**config.mk**
```make
export PLATFORM = sky130hd
export DESIGN_NAME = tdwc_top
export DESIGN_NICKNAME = d
export VERILOG_FILES = /design/src/tdwc_pkg.sv /design/src/tdwc_log_mem.sv /design/src/tdwc_match.sv /design/src/tdwc_top.sv
export SDC_FILE = /design/constraint.sdc
export NUM_CORES = 1
export LEC_CHECK = 0
export BUFFER_PORTS_ARGS = -buffer_cell sky130_fd_sc_hd__buf_2
export CAP_MARGIN = 40
export CORE_AREA = 5 5 201 125
export DETAILED_ROUTE_END_ITERATION = 6
export DIE_AREA = 0 0 206 130
export GPL_TIMING_DRIVEN = 1
export PLACE_DENSITY = 0.75
export SLEW_MARGIN = 20
export SYNTH_ARGS = -nofsm -noshare
export SYNTH_HDL_FRONTEND = slang
export SYNTH_HIERARCHICAL = 1
export SYNTH_SLANG_ARGS = --single-unit
```
**constraint.sdc**
```tcl
create_clock -name sys_clk -period 5.1 [get_ports sys_clk]
set_input_delay 1.02 -clock sys_clk [delete_from_list [all_inputs] [get_ports sys_clk]]
set_output_delay 1.02 -clock sys_clk [all_outputs]
set_load 0.02 [all_outputs]
```
**src/tdwc_pkg.sv**
```systemverilog
// Purpose: shared constants for the tamper detect and wake control block
// Assumes: one clock (the hibernation clock) drives the whole block
// Notes:   match counts are in hibernation clock cycles
package tdwc_pkg;
  localparam int TDWC_NUM_INPUTS   = 4;
  localparam int TDWC_SHORT_MATCH  = 2;
  localparam int TDWC_LONG_MATCH   = 3071;
  localparam int TDWC_CNT_W        = 12;
  localparam int TDWC_RTC_W        = 32;
  localparam int TDWC_LOG_DEPTH    = 4;
  localparam int TDWC_LOG_IDX_W    = 2;
  // Log source field: bit per tamper input, then oscillator failure
  localparam int TDWC_SRC_W        = 5;
  localparam int TDWC_SRC_XOSC_BIT = 4;
  // Wake enable field positions
  localparam int TDWC_WAKE_W       = 5;
  localparam int TDWC_WAKE_PIN_BIT = 0;
  localparam int TDWC_WAKE_RTC_BIT = 1;
  localparam int TDWC_WAKE_BAT_BIT = 2;
  localparam int TDWC_WAKE_GPIO_BIT = 3;
  localparam int TDWC_WAKE_RST_BIT = 4;
  localparam logic [4:0] TDWC_WAKE_RESET_VAL = 5'h00;
  localparam logic [3:0] TDWC_CFG_RESET_VAL  = 4'h0;

  typedef enum logic [1:0] {
    tamper_state_disabled,
    tdwc_state_armed,
    tdwc_state_event
  } tdwc_state_e;
endpackage

```
**src/tdwc_log_mem.sv**
```systemverilog
// Purpose: tamper log storage, timestamp and source per entry
// Assumes: one write per cycle at most
// Notes:   read data registered; reads never alter contents
`timescale 1ns/100ps
module tdwc_log_mem
  import tdwc_pkg::*;
#(
  parameter int DEPTH = TDWC_LOG_DEPTH,
  parameter int WIDTH = TDWC_RTC_W + TDWC_SRC_W
) (
  // Clock
  input  wire logic                      sys_clk,
  // Write port
  input  wire logic                      wr_en,
  input  wire logic [TDWC_LOG_IDX_W-1:0] wr_idx,
  input  wire logic [WIDTH-1:0]          wr_data,
  // Read port
  input  wire logic [TDWC_LOG_IDX_W-1:0] rd_idx,
  output logic      [WIDTH-1:0]          rd_data
);
  initial begin
    if (DEPTH != (1 << TDWC_LOG_IDX_W))
      $error("tdwc_log_mem: depth must match index width");
  end

  logic [WIDTH-1:0] mem [DEPTH];

  always_ff @(posedge sys_clk) begin
    if (wr_en)
      mem[wr_idx] <= wr_data;
    rd_data <= mem[rd_idx];
  end
endmodule

```
**src/tdwc_match.sv**
```systemverilog
// Purpose: one tamper input: synchroniser and match counter
// Assumes: pin is asynchronous to sys_clk
// Notes:   count restarts whenever the level goes inactive
`timescale 1ns/100ps
module tdwc_match
  import tdwc_pkg::*;
#(
  parameter int SHORT_CNT = TDWC_SHORT_MATCH,
  parameter int LONG_CNT  = TDWC_LONG_MATCH
) (
  // Clock and reset
  input  wire logic sys_clk,
  input  wire logic rstn,
  // Pin and configuration
  input  wire logic pin,
  input  wire logic enable,
  input  wire logic active_high,
  input  wire logic long_match,
  // Result
  output logic      trigger
);
  initial begin
    if (LONG_CNT >= (1 << TDWC_CNT_W) || SHORT_CNT < 1 || LONG_CNT < SHORT_CNT)
      $error("tdwc_match: match counts out of range");
  end

  logic                  sync1;
  logic                  sync2;
  logic [TDWC_CNT_W-1:0] count;
  wire                   level_active = (sync2 == active_high) && enable;
  wire [TDWC_CNT_W-1:0]  target = long_match ? TDWC_CNT_W'(LONG_CNT) : TDWC_CNT_W'(SHORT_CNT);
  // Saturate at or above target so a mode change mid-count cannot wrap and retrigger
  wire                   reached = (count >= target);

  always_ff @(posedge sys_clk) begin
    if (!rstn) begin
      sync1 <= 1'b0;
      sync2 <= 1'b0;
    end else begin
      sync1 <= pin;
      sync2 <= sync1;
    end
  end

  always_ff @(posedge sys_clk) begin
    if (!rstn || !level_active)
      count <= '0;
    else if (!reached)
      count <= count + TDWC_CNT_W'(1);
  end

  // Trigger is a one-cycle pulse when the count first completes
  assign trigger = level_active && (count == target - TDWC_CNT_W'(1));

  property p_match_len;
    @(posedge sys_clk) disable iff (!rstn)
      (trigger && !long_match) |-> level_active && $past(level_active);
  endproperty
  a_match_len: assert property (p_match_len) else $error("trigger without active level");

  property p_restart;
    @(posedge sys_clk) disable iff (!rstn)
      !level_active |=> count == '0;
  endproperty
  a_restart: assert property (p_restart) else $error("count not restarted");
endmodule

```
**src/tdwc_top.sv**
```systemverilog
// Purpose: tamper detection, oscillator health and wake enable control
// Assumes: sys_clk is the hibernation clock; all config bits are plain ports
// Notes:   log valid bits, not memory contents, are cleared by an event clear
`timescale 1ns/100ps
// Overview of operation
// - four tamper inputs, each independently enabled
// - short match triggers after two cycles
// - long match triggers after 3071 cycles
// - per-input weak pull-up pad control
// - per-input active high or low
// - status: disabled, armed, or event seen
// - report oscillator active or inactive
// - failed once oscillator goes valid to invalid while it is the clock source
// - oscillator good: running and stable
// - recovery clears failure, resumes external oscillator
// - five independent wake enables
// - wake enables read back exactly
// - tamper wake is separate enable
// - event clear resets state and log
// - four log entries, timestamp and source
module tdwc_top
  import tdwc_pkg::*;
#(
  parameter int LONG_CNT = TDWC_LONG_MATCH
) (
  // Clock and reset
  input  wire logic                       sys_clk,
  input  wire logic                       rstn,
  // Tamper pins and pad control
  input  wire logic [TDWC_NUM_INPUTS-1:0] tamper_pin,
  output logic      [TDWC_NUM_INPUTS-1:0] tamper_pullup_on,
  // Per-input configuration strobe
  input  wire logic                       io_cfg_wr,
  input  wire logic [TDWC_LOG_IDX_W-1:0]  io_cfg_idx,
  input  wire logic                       io_cfg_enable,
  input  wire logic                       io_cfg_pullup,
  input  wire logic                       io_cfg_active_high,
  input  wire logic                       io_cfg_long,
  // Global tamper control
  input  wire logic                       tamper_enable,
  input  wire logic                       tamper_wake_en,
  input  wire logic                       events_clear,
  // Oscillator
  input  wire logic                       xosc_running,
  input  wire logic                       xosc_stable,
  input  wire logic                       xosc_is_source,
  input  wire logic                       xosc_recover,
  output logic                            xosc_good,
  output logic                            xosc_active,
  output logic                            xosc_failed,
  output logic                            use_xosc,
  // Tamper status
  output tdwc_state_e                     tamper_state,
  // Wake configuration and sources
  input  wire logic                       wake_cfg_wr,
  input  wire logic [TDWC_WAKE_W-1:0]     wake_cfg,
  output logic      [TDWC_WAKE_W-1:0]     wake_cfg_rd,
  input  wire logic                       wake_pin,
  input  wire logic                       rtc_match,
  input  wire logic                       low_battery,
  input  wire logic                       gpio_wake,
  input  wire logic                       reset_pin,
  output logic                            wake_req,
  // Log access
  input  wire logic [TDWC_RTC_W-1:0]      rtc_time,
  input  wire logic [TDWC_LOG_IDX_W-1:0]  log_rd_idx,
  output logic      [TDWC_RTC_W-1:0]      log_rd_time,
  output logic      [TDWC_SRC_W-1:0]      log_rd_src,
  output logic                            log_rd_valid
);
  initial begin
    if (LONG_CNT < TDWC_SHORT_MATCH || LONG_CNT >= (1 << TDWC_CNT_W))
      $error("tdwc_top: LONG_CNT out of range");
  end

  localparam int LOG_W = TDWC_RTC_W + TDWC_SRC_W;

  // Configuration storage
  logic [TDWC_NUM_INPUTS-1:0] in_en;
  logic [TDWC_NUM_INPUTS-1:0] in_high;
  logic [TDWC_NUM_INPUTS-1:0] in_long;
  logic [TDWC_WAKE_W-1:0]     wake_en;
  logic                       tamp_wake;
  // Oscillator synchronisers
  logic [1:0]                 run_sync;
  logic [1:0]                 stab_sync;
  logic                       osc_ok_q;
  // Event and log state
  logic                       event_seen;
  logic [TDWC_LOG_DEPTH-1:0]  log_valid;
  logic [TDWC_LOG_IDX_W-1:0]  log_wr_ptr;
  logic                       log_full;
  logic [TDWC_NUM_INPUTS-1:0] trig;
  logic [TDWC_RTC_W-1:0]      rtc_q;
  logic [LOG_W-1:0]           log_rd_word;
  logic [TDWC_LOG_IDX_W-1:0]  log_idx_q;

  // Oscillator health after synchronising its status lines
  wire osc_run   = run_sync[1];
  wire osc_ok    = run_sync[1] && stab_sync[1];
  wire osc_fall  = osc_ok_q && !osc_ok && xosc_is_source;
  wire [TDWC_SRC_W-1:0] event_src = {osc_fall, trig};
  wire any_event = tamper_enable && (|event_src);
  wire log_write = any_event && !log_full;
  // recovery accepted only when oscillator good and in use
  wire recover_ok = xosc_recover && osc_ok && xosc_is_source;

  always_ff @(posedge sys_clk) begin
    if (!rstn) begin
      in_en            <= TDWC_CFG_RESET_VAL;
      in_high          <= TDWC_CFG_RESET_VAL;
      in_long          <= TDWC_CFG_RESET_VAL;
      tamper_pullup_on <= TDWC_CFG_RESET_VAL;
    end else if (io_cfg_wr) begin
      in_en[io_cfg_idx]            <= io_cfg_enable;
      in_high[io_cfg_idx]          <= io_cfg_active_high;
      in_long[io_cfg_idx]          <= io_cfg_long;
      tamper_pullup_on[io_cfg_idx] <= io_cfg_pullup;
    end
  end

  always_ff @(posedge sys_clk) begin
    if (!rstn) begin
      wake_en   <= TDWC_WAKE_RESET_VAL;
      tamp_wake <= 1'b0;
    end else begin
      if (wake_cfg_wr)
        wake_en <= wake_cfg;
      tamp_wake <= tamper_wake_en;
    end
  end

  assign wake_cfg_rd = wake_en;

  wire wake_on_low_battery = wake_en[TDWC_WAKE_BAT_BIT];
  assign wake_req = (wake_en[TDWC_WAKE_PIN_BIT] && wake_pin)
                 || (wake_en[TDWC_WAKE_RTC_BIT] && rtc_match)
                 || (wake_on_low_battery && low_battery)
                 || (wake_en[TDWC_WAKE_GPIO_BIT] && gpio_wake)
                 || (wake_en[TDWC_WAKE_RST_BIT] && reset_pin)
                 || (tamp_wake && event_seen);

  genvar gi;
  generate
    for (gi = 0; gi < TDWC_NUM_INPUTS; gi++) begin : g_in
      tdwc_match #(
        .SHORT_CNT (TDWC_SHORT_MATCH),
        .LONG_CNT  (LONG_CNT)
      ) u_match (
        .sys_clk     (sys_clk),
        .rstn        (rstn),
        .pin         (tamper_pin[gi]),
        .enable      (in_en[gi] && tamper_enable),
        .active_high (in_high[gi]),
        .long_match  (in_long[gi]),
        .trigger     (trig[gi])
      );
    end
  endgenerate

  always_ff @(posedge sys_clk) begin
    if (!rstn) begin
      run_sync  <= 2'h0;
      stab_sync <= 2'h0;
      osc_ok_q  <= 1'b0;
    end else begin
      run_sync  <= {run_sync[0], xosc_running};
      stab_sync <= {stab_sync[0], xosc_stable};
      osc_ok_q  <= osc_ok;
    end
  end

  assign xosc_good   = osc_ok;
  assign xosc_active = osc_run;

  // failure flag, a new failure wins over recovery
  always_ff @(posedge sys_clk) begin
    if (!rstn) begin
      xosc_failed <= 1'b0;
      use_xosc    <= 1'b1;
    end else if (osc_fall) begin
      xosc_failed <= 1'b1;
      use_xosc    <= 1'b0;
    end else if (xosc_failed && recover_ok) begin
      xosc_failed <= 1'b0;
      use_xosc    <= 1'b1;
    end
  end

  // event flag; a new event wins over the clear
  always_ff @(posedge sys_clk) begin
    if (!rstn)
      event_seen <= 1'b0;
    else if (any_event)
      event_seen <= 1'b1;
    else if (events_clear)
      event_seen <= 1'b0;
  end

  assign tamper_state = !tamper_enable ? tamper_state_disabled
                      : event_seen ? tdwc_state_event : tdwc_state_armed;

  always_ff @(posedge sys_clk) begin
    if (!rstn) begin
      log_valid  <= '0;
      log_wr_ptr <= '0;
      log_full   <= 1'b0;
    end else if (log_write) begin
      log_valid[log_wr_ptr] <= 1'b1;
      log_wr_ptr <= log_wr_ptr + TDWC_LOG_IDX_W'(1);
      log_full   <= (log_wr_ptr == TDWC_LOG_IDX_W'(TDWC_LOG_DEPTH - 1));
    end else if (events_clear) begin
      log_valid  <= '0;
      log_wr_ptr <= '0;
      log_full   <= 1'b0;
    end
  end

  // Timestamp registered so the log write sees a stable value
  always_ff @(posedge sys_clk) begin
    if (!rstn) begin
      rtc_q     <= '0;
      log_idx_q <= '0;
    end else begin
      rtc_q     <= rtc_time;
      log_idx_q <= log_rd_idx;
    end
  end

  // log storage, reads do not consume
  tdwc_log_mem #(
    .DEPTH (TDWC_LOG_DEPTH),
    .WIDTH (LOG_W)
  ) u_log (
    .sys_clk (sys_clk),
    .wr_en   (log_write),
    .wr_idx  (log_wr_ptr),
    .wr_data ({rtc_q, event_src}),
    .rd_idx  (log_rd_idx),
    .rd_data (log_rd_word)
  );

  assign log_rd_time  = log_rd_word[LOG_W-1:TDWC_SRC_W];
  assign log_rd_src   = log_rd_word[TDWC_SRC_W-1:0];
  assign log_rd_valid = log_valid[log_idx_q];

  property p_clear_log;
    @(posedge sys_clk) disable iff (!rstn)
      (events_clear && !any_event) |=> (log_valid == '0) && !event_seen;
  endproperty
  a_clear_log: assert property (p_clear_log) else $error("clear left log or event");

  property p_event_state;
    @(posedge sys_clk) disable iff (!rstn)
      (any_event && tamper_enable) ##1 tamper_enable |-> tamper_state == tdwc_state_event;
  endproperty
  a_event_state: assert property (p_event_state) else $error("event not reported");

  property p_disabled;
    @(posedge sys_clk) disable iff (!rstn)
      !tamper_enable |-> tamper_state == tamper_state_disabled;
  endproperty
  a_disabled: assert property (p_disabled) else $error("disabled not shown");

  property p_fail;
    @(posedge sys_clk) disable iff (!rstn)
      osc_fall |=> xosc_failed && !use_xosc;
  endproperty
  a_fail: assert property (p_fail) else $error("failure not flagged");

  property p_recover;
    @(posedge sys_clk) disable iff (!rstn)
      (xosc_failed && recover_ok && !osc_fall) |=> !xosc_failed && use_xosc;
  endproperty
  a_recover: assert property (p_recover) else $error("recovery ignored");

  property p_good;
    @(posedge sys_clk) disable iff (!rstn)
      xosc_good |-> $past(xosc_running, 2) && $past(xosc_stable, 2);
  endproperty
  a_good: assert property (p_good) else $error("good without stable osc");

  property p_wake_rd;
    @(posedge sys_clk) disable iff (!rstn)
      wake_cfg_wr |=> wake_cfg_rd == $past(wake_cfg);
  endproperty
  a_wake_rd: assert property (p_wake_rd) else $error("wake readback wrong");

  property p_wake_rtc;
    @(posedge sys_clk) disable iff (!rstn)
      (wake_en[TDWC_WAKE_RTC_BIT] && rtc_match) |-> wake_req;
  endproperty
  a_wake_rtc: assert property (p_wake_rtc) else $error("rtc wake missing");

  property p_log_valid;
    @(posedge sys_clk) disable iff (!rstn)
      log_write |=> log_valid[$past(log_wr_ptr)];
  endproperty
  a_log_valid: assert property (p_log_valid) else $error("log entry not valid");
endmodule
```
# Yosys cells after proc, flatten, opt, wreduce, memory -nomap -nowiden
# Memory sizes are Yosys's and may differ from the RTL's. A register that Yosys moved wholly into a read port is not among the register bits.
# Index checks and enable logic that the tools add are counted.
# word_totals
ram_bits	148
out_inout_bits	54
wordCells	135
input_bits	65
ff_bits	127
memories	1
# mem_list
memory	depth	width	read_ports	rd_clocked_by_memory_dff	wr	line_no	text
u_log.mem	4	37	1	1	1	tdwc_log_mem.sv:26	logic [WIDTH-1:0] mem [DEPTH];
# op_classes
reduce_logical	48
n_bitwise	1
order_cmp	9
n_eq_ne	9
mux	29
n_addsub	9
# op_table
cell	n
$add A12 B1 Y12 const B	4
$eq A12 B12 Y1	4
$ge A12 B12 Y1	4
$mux W12	4
$sub A12 B1 Y12 const B	4
$logic_and A1 B1 Y1	28
$bwmux W4	4
$mux W1	12
$logic_or A1 B1 Y1	9
$lt A2 B3 Y1 const B	3
$mux W2	4
$mux W4	2
$logic_not A1 Y1	7
$reduce_bool A2 Y1	3
$reduce_or A5 Y1	1
$demux W1 S2	2
$eq A1 B1 Y1	4
$ge A2 B1 Y1 const B	2
$or A4 B4 Y4	1
$add A2 B1 Y2 const B	1
$bmux W1 S2	1
$eq A2 B2 Y1 const B	1

# Logic depth before layout (Yosys ltp)
# Gate-level depths: netlist of run 1.
# logic_depth
word_depth	9
ltp_mapped	9
mapped_depth_nobuf	9

# Hierarchy
# Netlist of run 1, hierarchy kept.
# by_module_without_submodules
mod	cells_per_inst	n_inst	area_each_um2	seq_area_each_um2
tdwc_log_mem	234	1	6167.2	5185.0
tdwc_match	94	4	854.6	280.3
tdwc_top	222	1	2387.3	1421.4

# Least setup slack after synthesis of run 1
# OpenSTA, ideal clock, no wires.
# synth_path
path_kind	reg-to-reg
start	register in_long[0]
end	memory u_log/mem[0][0] in the netlist's numbering (enable)
stages_incl_launch_ff	10
setup_slack_ns	-0.265
path_buffers	0
synth_period_minus_slack_ns	5.365
arrival_time_ns	4.880
setup_time_ns	0.485
required_ns	4.615
cell_sequence	dfxtp_1 inv_1 ha_1 nand4b_1 nor4_1 or4_4 a31o_4 nand2_1 inv_1 nor3b_1
# synth_via
elab_chain_cells	9
# synth_lines
element	line_no	text
from (decl)	tdwc_top.sv:81	logic [TDWC_NUM_INPUTS-1:0] in_long;
from (signal, indexed assignment)	tdwc_top.sv:117	in_long[io_cfg_idx] <= io_cfg_long;
$mux W12	tdwc_match.sv:31	wire [TDWC_CNT_W-1:0] target = long_match ? TDWC_CNT_W'(LONG_CNT) : TDWC_CNT_W'(SHORT_CNT);
$sub A12 B1 Y12	tdwc_match.sv:53	assign trigger = level_active && (count == target - TDWC_CNT_W'(1));
$eq A12 B12 Y1	tdwc_match.sv:53	
$logic_and A1 B1 Y1	tdwc_match.sv:53	
via event_src[0]	tdwc_top.sv:102	wire [TDWC_SRC_W-1:0] event_src = {osc_fall, trig};
$reduce_or A5 Y1	tdwc_top.sv:103	wire any_event = tamper_enable && (|event_src);
$logic_and A1 B1 Y1	tdwc_top.sv:103	
$logic_and A1 B1 Y1	tdwc_top.sv:104	wire log_write = any_event && !log_full;
via log_write	tdwc_top.sv:104	
$mux W1	tdwc_log_mem.sv:29	if (wr_en)
$mux W1 (implied by the code)	tdwc_log_mem.sv:30	mem[wr_idx] <= wr_data;
to (decl)	tdwc_log_mem.sv:26	
# The timed path passes the listed nets, and every way through them passes these cells.

# Final worst setup path of run 1
# layout_path
start	register in_long[3]
end	memory u_log/mem[0][11] in the netlist's numbering (enable)
# The elaborated chain is that of the path after synthesis.

==> results of run 1 <==
kinds of logic after synthesis:
family,Yosys count,synth area share [%]
buffers and inverters,36,1.64
AO/OA/AOI/OAI,113,6.69
AND/OR/NAND/NOR,236,10.9
adder cells (fa/ha/maj),48,5.02
XOR/XNOR,24,1.76
flip-flops,312,64.5
multiplexers,63,9.46
area by class of cell:
cell class                 instances  area, sq um
fill                            1767         9000
sequential                       312         7730
multi-input combinational        484         4060
clock buffer                      37          753
timing repair buffer             131          716
tap                              315          394
clock inverter                    12          154
inverter                          15         56.3
power by group:
part,internal (W),switching [W]
clock,0.00120,0.000878
sequential,0.00266,0.0000249
combinational,0.0000890,0.000110
layer usage:
layer / global-route usage, % / up-vias / share of wire [%]
met5: 0 / - / 0
met4: 3.36 / 0 / 1.7
met3: 2.83 / 30 / 4.9
met2: 25.7 / 147 / 45
met1: 25.4 / 3398 / 49
li1: - / 3442 / -
metrics by stage:
| step | util (%) | total power, W | hold WS (ns) | instances | setup slack (ns) |
|---|---|---|---|---|---|
| after CTS | 60.5 | 0.00500 | 0.438 | 1303 | 1.08 |
| after global routing | 60.6 | 0.00513 | 0.444 | 1306 | 0.915 |
| final | 60.6 | 0.00495 | 0.437 | 1306 | 1.18 |
| after global placement | 56.4 | 0.00293 | 0.417 | 1252 | 1.20 |
| after floorplan | - | 0.00286 | 0.412 | 832 | 1.04 |
| after detailed placement | 56.6 | 0.00294 | 0.422 | 1254 | 1.08 |
synthesized netlist by cell type, drive strengths merged, types with 12 or more instances:
cell type,instances,area share [%]
dfxtp,164,27
ha,48,5.0
nand4,12,0.63
inv,14,0.44
clkbuf,13,0.42
xor2,12,0.88
nand3,25,1.0
edfxtp,148,37
o21ai,29,1.3
xnor2,12,0.88
and2,52,2.7
nand2,30,0.94
a21oi,39,2.0
mux4,38,7.4
or3,20,1.0
mux2i,25,2.1
nor2,50,1.6
worst min-delay path by stage:
| stage | to | slack [ns] | cells past startpoint |
|---|---|---|---|
| 2_1_floorplan | g_in[0].u_match/sync2$_SDFF_PN0_ | 0.41 | 1 |
| 3_3_place_gp | g_in[1].u_match/sync2$_SDFF_PN0_ | 0.42 | 1 |
| 3_5_place_dp | run_sync[1]$_SDFF_PN0_ | 0.42 | 1 |
| 4_1_cts | run_sync[1]$_SDFF_PN0_ | 0.44 | 1 |
| 5_1_grt | g_in[1].u_match/sync2$_SDFF_PN0_ | 0.44 | 1 |
| 6_report | g_in[1].u_match/sync2$_SDFF_PN0_ | 0.44 | 1 |
state kept, by name, indices dropped and copies added (netlist names), 5 cells and up:
| name | count |
|---|---|
| u_log/mem | 148 |
| u_log/rd_data | 37 |
| rtc_q | 32 |
| g_in.u_match/count | 48 |
| wake_cfg_rd | 5 |
==> results.json, run 1 <==
{
  "run_status": "finished clean",
  "critPathBufInv": 3,
  "ys_async_sr_fraction_pct": 0,
  "dr.pass1.iters": 4,
  "grt_max_degree": 50,
  "syn_to_final_growth_pct": 15.8,
  "finClkSkew_ns": 0.0142,
  "max_stage_delay_ns": 0.82,
  "critPathKind": "reg -> reg",
  "grt-ovfl-total": 0,
  "fmaxAchievable_mhz": 255,
  "setup_violations": 0,
  "cp-startpoint": "in_long[3]$_SDFFE_PN0P_",
  "syn-num-nets": 945,
  "clkTransAtPathRegs_ns": 0.07,
  "critPathMostFrequentCell": "inv_1",
  "syn_inst": 832,
  "core_sq_um": 22900,
  "drive_gt1_share_pct": 23.9,
  "grt_pass1_wl_um": 35900,
  "grt_pass1_vias": 6827,
  "ant_nets": 0,
  "endpoint": "u_log/mem[0][11]$_DFFE_PP_",
  "place_congestion": 0.816,
  "ios": 119,
  "die_h_um": 130,
  "ctsHoldBuffers": 0,
  "postCtsSetupBuffers": 0,
  "crit_arrival_ns": 4.08,
  "report.final.slew_viol_count": 0,
  "antenna_found_initial": 0,
  "cp.depth": 10,
  "final_common_cell": "dfxtp_1",
  "p_per_area_nw_per_um2": 357,
  "ys_seq_area_share_pct": 64.5,
  "port_buffers": 118,
  "cts_sinks": 312,
  "cts_buffers": 27,
  "final.period_utilization_pct": 76.9,
  "place_area_sq_um": 12900,
  "crit_required_ns": 5.26,
  "final_hold_viol_count": 0,
  "post-route-cell-area_sq_um": 13900,
  "final_cell_mix": "dfxtp_1 (164), edfxtp_1 (148), buf_2 (118)",
  "rsz0062_at_grt": "false",
  "cts_resized": 0,
  "cp_max_fo": 34,
  "drtIter0Drc": 408,
  "cts_buffer_depth": 3,
  "worst_r2r_endpoint": "u_log/mem[0][11]$_DFFE_PP_",
  "cts-root-buf": "clkbuf_16",
  "post-route-min-period_ns": 3.92,
  "worst_slew_pin_slew_ns": 0.848,
  "cp_cell_sequence": "inv_1 -> ha_1 -> nand4b_1 -> nor4_1 -> or4_4 -> a31o_4 -> nand2_1 -> inv_1 -> nor3b_4 -> buf_4",
  "slew_headroom_pct": 42.9,
  "n_antenna_cell": 0,
  "worstHoldPathType": "reg -> reg",
  "r2r-start": "in_long[3]$_SDFFE_PN0P_",
  "placementRows": 43,
  "p_leak_nw": 5.09,
  "min_from": "g_in[1].u_match/sync1$_SDFF_PN0_",
  "vias": 7017,
  "grt_usage_pct": 16.7,
  "r2r_slack_ns": 1.18,
  "start_util_pct": 52.4,
  "die_area_sq_um": 26800,
  "routed_wl_um": 22400,
  "startpoint_type": "flop",
  "yosysWarnings": 6,
  "route.detailed.drc": 0,
  "nNetsFinal": 1084,
  "synth_edf_count": 148,
  "maxCapViolCount": 0,
  "clk-insertion-delay-late_ns": 0.53,
  "endpoint_kind": "flop",
  "synth-seq-cells": 312,
  "synth_area_sq_um": 12000,
  "rr_worst_depth": 10,
  "cp_top_family": "simple AND/OR/NAND/NOR gates",
  "vias_per_cell": 5.37,
  "avgSynthCellArea_sq_um": 14.4,
  "ys.flop_type": "dfxtp_1",
  "cts_tree": "done",
  "dp.final_hpwl_um": 15300,
  "htreeDepth": 1,
  "synth.distinct_cells": 53,
  "cp_slowest_cell": "nor4_1",
  "wire_per_inst_um": 17.2,
  "die_width_um": 206,
  "ir_drop_v": 0.000257,
  "tns_ns": 0
}
No activity file was read; power rests on OpenSTA's default activity.
==> run 2: changes to the inputs <==
--- a/config.mk
+++ b/config.mk
@@ -7,11 +7,11 @@
 export LEC_CHECK = 0
 export BUFFER_PORTS_ARGS = -buffer_cell sky130_fd_sc_hd__buf_2
 export CAP_MARGIN = 40
-export CORE_AREA = 5 5 201 125
+export CORE_AREA = 5 5 192 120
 export DETAILED_ROUTE_END_ITERATION = 6
-export DIE_AREA = 0 0 206 130
+export DIE_AREA = 0 0 197 125
 export GPL_TIMING_DRIVEN = 1
-export PLACE_DENSITY = 0.75
+export PLACE_DENSITY = 0.78
 export SLEW_MARGIN = 20
 export SYNTH_ARGS = -nofsm -noshare
 export SYNTH_HDL_FRONTEND = slang
==> constraint.sdc (replaced) <==
create_clock -name sys_clk -period 4.1 [get_ports sys_clk]
set_input_delay 0.82 -clock sys_clk [delete_from_list [all_inputs] [get_ports sys_clk]]
set_output_delay 0.82 -clock sys_clk [all_outputs]
set_load 0.02 [all_outputs]
==> run 2 against run 1 <==
Routed wire length rose by 4.7%. Count of clock-buffer cells in the layout did not move. Utilization rose by 4.5 points. Register-to-register slack got worse by 0.83 ns. Final cell count fell by 2.0%. Setup slack got worse by 0.83 ns. Critical path type unchanged. Critical endpoint is now u_log/mem[3][25]$_DFFE_PP_. Highest routed layer is now met5.
==> results.json, run 2 (synthesized netlist as in run 1, its figures left out) <==
{
  "run_status": "finished clean",
  "worstHoldPathType": "reg -> reg",
  "startpoint_type": "flop",
  "route.detailed.drc": 0,
  "endpoint": "u_log/mem[3][25]$_DFFE_PP_",
  "multi_input_area_sq_um": 4060,
  "port_buffers": 118,
  "register_area_sq_um": 7730,
  "crit_required_ns": 4.33,
  "dp_slack_ns": 0.471,
  "ant_nets": 0,
  "largest_register_ffs": 148,
  "dp.final_hpwl_um": 15800,
  "endpoint_kind": "flop",
  "grt-ovfl-total": 0,
  "die_area_sq_um": 24600,
  "post-route-cell-area_sq_um": 13900,
  "vias_per_cell": 5.62,
  "finClkSkew_ns": 0.0111,
  "r2r-start": "in_long[2]$_SDFFE_PN0P_",
  "tns_ns": 0,
  "postCtsSetupBuffers": 0,
  "fillers": 1577,
  "p_leak_nw": 5.11,
  "cts_buffer_depth": 3,
  "top_register": "u_log/mem",
  "vias": 7194,
  "top_regs": "u_log/mem: 148 flops, g_in.u_match/count: 48 flops, u_log/rd_data: 37 flops",
  "ir_drop_v": 0.000384,
  "setup_violations": 0,
  "post-route-min-period_ns": 3.75,
  "final_cell_mix": "dfxtp_1 (164), edfxtp_1 (148), buf_2 (118)",
  "grt_usage_pct": 19.0,
  "fin_ws_ns": 0.352,
  "worst_r2r_endpoint": "u_log/mem[3][25]$_DFFE_PP_",
  "rr_worst_depth": 10,
  "n_antenna_cell": 0,
  "dr.pass1.iters": 4,
  "cts_tree": "done",
  "critPathKind": "reg -> reg",
  "place_congestion": 0.810,
  "syn_to_final_growth_pct": 16.0,
  "placementRows": 42,
  "maxCapViolCount": 0,
  "slew_headroom_pct": 44.7,
  "final_hold_viol_count": 0,
  "cts_buffers": 28,
  "report.final.slew_viol_count": 0,
  "cp-startpoint": "in_long[2]$_SDFFE_PN0P_",
  "drtIter0Drc": 363,
  "die_width_um": 197,
  "crit_arrival_ns": 3.98,
  "htreeDepth": 1,
  "die_h_um": 125,
  "cts-root-buf": "clkbuf_16",
  "r2r_slack_ns": 0.35,
  "cp_max_fo": 22,
  "cts_sinks": 312,
  "clk-insertion-delay-late_ns": 0.54,
  "ctsHoldBuffers": 0,
  "ios": 119,
  "worst_slew_pin_slew_ns": 0.824,
  "p_per_area_nw_per_um2": 448,
  "whs_ns": 0.438,
  "final_common_cell": "dfxtp_1",
  "fmaxAchievable_mhz": 267,
  "core_sq_um": 21300,
  "grt_max_degree": 42,
  "nNetsFinal": 1085,
  "grt_pass1_wl_um": 38300,
  "start_util_pct": 56.1,
  "grt_pass1_vias": 7287,
  "rsz0062_at_grt": "false",
  "antenna_found_initial": 1,
  "cts_resized": 0,
  "final.period_utilization_pct": 91.4,
  "drive_gt1_share_pct": 23.9,
  "clkTransAtPathRegs_ns": 0.07,
  "wire_per_inst_um": 18.3,
  "place_area_sq_um": 12900,
  "routed_wl_um": 23500
}
==> run 2: cell types whose count changed in the layout (fill, tap and decap cells not counted), sizes merged <==
cell / before / now
clkbuf: 39 / 37
buf: 129 / 131
inv: 18 / 15
clkinvlp: 0 / 2
clkinv: 6 / 10
==> run 2: how the worst min path moves through the flow <==
stage                                           from                                to  cells after the start
floorplan           g_in[0].u_match/sync1$_SDFF_PN0_  g_in[0].u_match/sync2$_SDFF_PN0_                      1
global placement             stab_sync[0]$_SDFF_PN0_           stab_sync[1]$_SDFF_PN0_                      1
detailed placement  g_in[1].u_match/sync1$_SDFF_PN0_  g_in[1].u_match/sync2$_SDFF_PN0_                      1
CTS                           run_sync[0]$_SDFF_PN0_            run_sync[1]$_SDFF_PN0_                      1
global route                 stab_sync[0]$_SDFF_PN0_           stab_sync[1]$_SDFF_PN0_                      1
finish              g_in[0].u_match/sync1$_SDFF_PN0_  g_in[0].u_match/sync2$_SDFF_PN0_                      1
==> run 2: worst max-delay path: stages, from the launching register on <==
cell,delay (ns)
dfxtp_1,0.40
inv_1,0.21
ha_1,0.41
nand4b_1,0.30
nor4_1,0.68
or4_4,0.25
a31o_4,0.13
nand2_1,0.13
inv_1,0.15
and3_2,0.51
buf_12,0.25
==> run 2: cell type report <==
type                       count  share of cell area [%]
sequential                   312                    55.6
multi-input combinational    484                    29.3
clock buffer                  37                    5.59
timing repair buffer         131                    5.40
tap                          286                    2.58
clock inverter                15                    1.13
inverter                      15                   0.405
==> run 2: per-stage QoR <==
step	instances	total power (W)	util (%)
floorplan	832	0.00356	-
global placement	1226	0.00365	60.5
detailed placement	1227	0.00366	60.6
CTS	1279	0.00627	65.0
global route	1280	0.00644	65.1
finish	1280	0.00622	65.1
==> run 2: layer usage <==
metal  up-vias  routed length (um)  track usage [%]
met4         2                 384             3.71
met2       167               10400             28.7
met3        34                1190             3.47
met1      3553               11500             29.4
met5         -                  20                0
li1       3438                   -                -
==> run 2: power breakdown <==
part / total (W) / switching [W] / leakage [nW] / internal, W
clock network: 0.00263 / 0.00111 / 0.457 / 0.00152
logic: 0.000252 / 0.000142 / 1.99 / 0.000110
registers: 0.00334 / 0.0000315 / 2.66 / 0.00330
total: 0.00622 / 0.00128 / 5.11 / 0.00494
==> run 3: changes to the inputs <==
--- a/config.mk
+++ b/config.mk
@@ -7,13 +7,12 @@
 export LEC_CHECK = 0
 export BUFFER_PORTS_ARGS = -buffer_cell sky130_fd_sc_hd__buf_2
 export CAP_MARGIN = 40
-export CORE_AREA = 5 5 192 120
+export CORE_AREA = 5 5 194 121
 export DETAILED_ROUTE_END_ITERATION = 6
-export DIE_AREA = 0 0 197 125
+export DIE_AREA = 0 0 199 126
 export GPL_TIMING_DRIVEN = 1
-export PLACE_DENSITY = 0.78
+export PLACE_DENSITY = 0.79
 export SLEW_MARGIN = 20
 export SYNTH_ARGS = -nofsm -noshare
 export SYNTH_HDL_FRONTEND = slang
-export SYNTH_HIERARCHICAL = 1
 export SYNTH_SLANG_ARGS = --single-unit
==> run 3 against run 2 <==
Critical path depth down 2. Utilization increased by 1.1 points. Sequential power about the same. Maximum frequency rose by 17%. Area after synthesis up 4.0%. Sequential share of layout area down 1.5 points. Die area grew 1.8%. Design area is 2.8% higher. First-iteration DRC count rose by 52%. Flip-flop and latch count stayed put. Routed wire length increased by 10%. Count of clock-buffer cells in the layout down 2. Largest power group unchanged.
==> results.json, run 3 <==
{
  "run_status": "finished clean",
  "cp_top_family": "simple AND/OR/NAND/NOR gates",
  "p_leak_nw": 5.46,
  "postCtsSetupBuffers": 0,
  "vias_per_cell": 5.69,
  "die_h_um": 126,
  "grt_util_met3_pct": 3.39,
  "yosysWarnings": 0,
  "register_area_sq_um": 7730,
  "start_util_pct": 57.8,
  "synth_largest_area_cell": "edfxtp_1",
  "cp_cell_sequence": "inv_1 -> ha_1 -> and4b_1 -> nand4_1 -> a311o_1 -> buf_6 -> nor2_4 -> buf_4",
  "synth_edf_count": 148,
  "dr.pass1.iters": 6,
  "synth_area_sq_um": 12500,
  "post-route-min-period_ns": 3.21,
  "largest_register_ffs": 148,
  "report.final.slew_viol_count": 0,
  "clkTransAtPathRegs_ns": 0.06,
  "whs_endpoint": "stab_sync[1]$_SDFF_PN0_",
  "p_per_area_nw_per_um2": 427,
  "worst_slew_pin_slew_ns": 0.816,
  "slew_headroom_pct": 45.6,
  "ios": 119,
  "cts-root-buf": "clkbuf_16",
  "ir_drop_v": 0.000388,
  "met1_usage_pct": 32.0,
  "n_antenna_cell": 0,
  "finClkSkew_ns": 0.0177,
  "clkPwrFrac_pct": 40.8,
  "cts_sinks": 312,
  "antenna_found_initial": 0,
  "route.detailed.drc": 0,
  "grt-ovfl-total": 0,
  "worstHoldPathType": "reg -> reg",
  "power.share.combinational_pct": 4.5,
  "netSwitchingPower_w": 0.00130,
  "critPathBufInv": 3,
  "pwr-share-seq_pct": 54.7,
  "synth-seq-cells": 312,
  "routed_wl_um": 25800,
  "die_width_um": 199,
  "drtIter0Drc": 551,
  "power_w": 0.00610,
  "avgSynthCellArea_sq_um": 13.5,
  "min_from": "stab_sync[0]$_SDFF_PN0_",
  "dp_cells": 1305,
  "die_area_sq_um": 25100,
  "cp_slowest_cell": "and4b_1",
  "syn-num-nets": 1039,
  "final_hold_viol_count": 0,
  "top_register": "u_log.mem",
  "final.period_utilization_pct": 78.2,
  "ys_seq_area_share_pct": 62.0,
  "worst_r2r_endpoint": "u_log.mem[0][31]$_DFFE_PP_",
  "placementRows": 42,
  "tns_ns": 0,
  "synth.distinct_cells": 56,
  "max_stage_delay_ns": 0.48,
  "r2r-start": "in_long[1]$_SDFFE_PN0P_",
  "final_common_cell": "dfxtp_1",
  "grt_max_degree": 41,
  "busiest_layer": "met2",
  "cp_max_fo": 36,
  "core_sq_um": 21500,
  "nNetsFinal": 1163,
  "final_cell_mix": "dfxtp_1 (164), edfxtp_1 (148), buf_2 (119)",
  "grt_use_met2_pct": 32.3,
  "drive_gt1_share_pct": 21.8,
  "ys.flop_type": "dfxtp_1",
  "synth_top_area_share_pct": 35.7,
  "place_congestion": 0.838,
  "min_path_cells": 1,
  "grt_pass1_vias": 7632,
  "final_cells": 1356,
  "cts_resized": 0,
  "dp.final_hpwl_um": 17200,
  "syn_to_final_growth_pct": 14.6,
  "cts_buffers": 27,
  "synth_area_leaders": "edfxtp_1 (36%), dfxtp_1 (26%), mux4_2 (6.9%)",
  "wire_per_inst_um": 19.0,
  "cts_tree": "done",
  "endpoint_kind": "flop",
  "cts_buffer_depth": 3,
  "top_regs": "u_log.mem: 148 flops, g_in.u_match.count: 48 flops, u_log.rd_data: 37 flops",
  "port_buffers": 118,
  "critPathKind": "reg -> reg",
  "ant_nets": 0,
  "crit_arrival_ns": 3.36,
  "fmaxAchievable_mhz": 312,
  "multi_input_area_sq_um": 4500,
  "vias": 7719,
  "syn_inst": 926,
  "rsz0062_at_grt": "false",
  "synthTopCellsByCount": "dfxtp_1 (164), edfxtp_1 (148), nand2_1 (82)",
  "p_int_w": 0.00480,
  "crit_required_ns": 4.26,
  "htreeDepth": 1,
  "setup_violations": 0,
  "maxCapViolCount": 0,
  "synth.most_common_cell": "dfxtp_1",
  "startpoint_type": "flop",
  "grt_pass1_wl_um": 42100,
  "ctsHoldBuffers": 0,
  "clk-insertion-delay-late_ns": 0.53,
  "fillers": 1524,
  "netSwitchingFraction_pct": 21.4,
  "grt_usage_pct": 20.8,
  "r2r_slack_ns": 0.89,
  "rr_worst_depth": 8,
  "ys_async_sr_fraction_pct": 0
}
==> run 3: cell count changes after synthesis, sizes merged, moves of 11 or more <==
cell and change:
a2111o +22, nand2 +52, nand2b +14, nor2 -38, clkbuf +11, or3 -20, nor2b +23, mux2i +15
==> run 3: layout make-up <==
cell class	count	share of cell area, %
Multi-Input combinational cell	552	31.5
Timing Repair Buffer	136	5.25
Tap cell	286	2.51
Clock inverter	14	0.991
Sequential cell	312	54.1
Clock buffer	35	5.01
Inverter	21	0.552
==> run 3: power by group through the flow <==
stage               registers, W  clock network (W)  logic (W)
floorplan                0.00342                  0   0.000147
global placement         0.00340                  0   0.000264
detailed placement       0.00341                  0   0.000273
CTS                      0.00334            0.00254   0.000276
global route             0.00334            0.00268   0.000300
finish                   0.00334            0.00249   0.000273
==> run 3: per-layer routing <==
layer | share of wire (%) | wire length [um]
met5 | 0 | 0
met3 | 6.5 | 1670
met1 | 47 | 12000
met2 | 45 | 11700
met4 | 1.5 | 379
==> run 3: how the worst max path moves through the flow <==
stage | depth (start not counted) | start | to | slack, ns
2_1_floorplan | 8 | in_long[3]$_SDFFE_PN0P_ | u_log.mem[0][0]$_DFFE_PP_ | 0.18
3_3_place_gp | 7 | in_long[1]$_SDFFE_PN0P_ | u_log.mem[1][15]$_DFFE_PP_ | 0.85
3_5_place_dp | 7 | in_long[1]$_SDFFE_PN0P_ | u_log.mem[0][23]$_DFFE_PP_ | 0.75
4_1_cts | 7 | in_long[1]$_SDFFE_PN0P_ | u_log.mem[1][27]$_DFFE_PP_ | 0.75
5_1_grt | 8 | in_long[1]$_SDFFE_PN0P_ | u_log.mem[0][31]$_DFFE_PP_ | 0.71
6_report | 8 | in_long[1]$_SDFFE_PN0P_ | u_log.mem[0][31]$_DFFE_PP_ | 0.89
==> run 3: stage by stage <==
step                utilization, %  setup slack (ns)  hold slack (ns)  area (sq um)
floorplan                        -             0.180            0.412         12500
global placement              62.0             0.853            0.414         13300
detailed placement            62.2             0.748            0.419         13400
CTS                           66.2             0.746            0.434         14300
global route                  66.2             0.712            0.457         14300
finish                        66.2             0.894            0.434         14300
==> run 3: logic make-up (layout without fill, tap and decap cells) <==
group / Yosys count / in the layout / synth area share (%)
flops: 312 / 312 / 62.0
simple gates: 279 / 279 / 12.5
compound gates: 139 / 139 / 7.98
mux: 78 / 78 / 10.1
buf+inv: 62 / 206 / 2.05
fa+ha+maj: 48 / 48 / 4.82
xor+xnor: 8 / 8 / 0.563
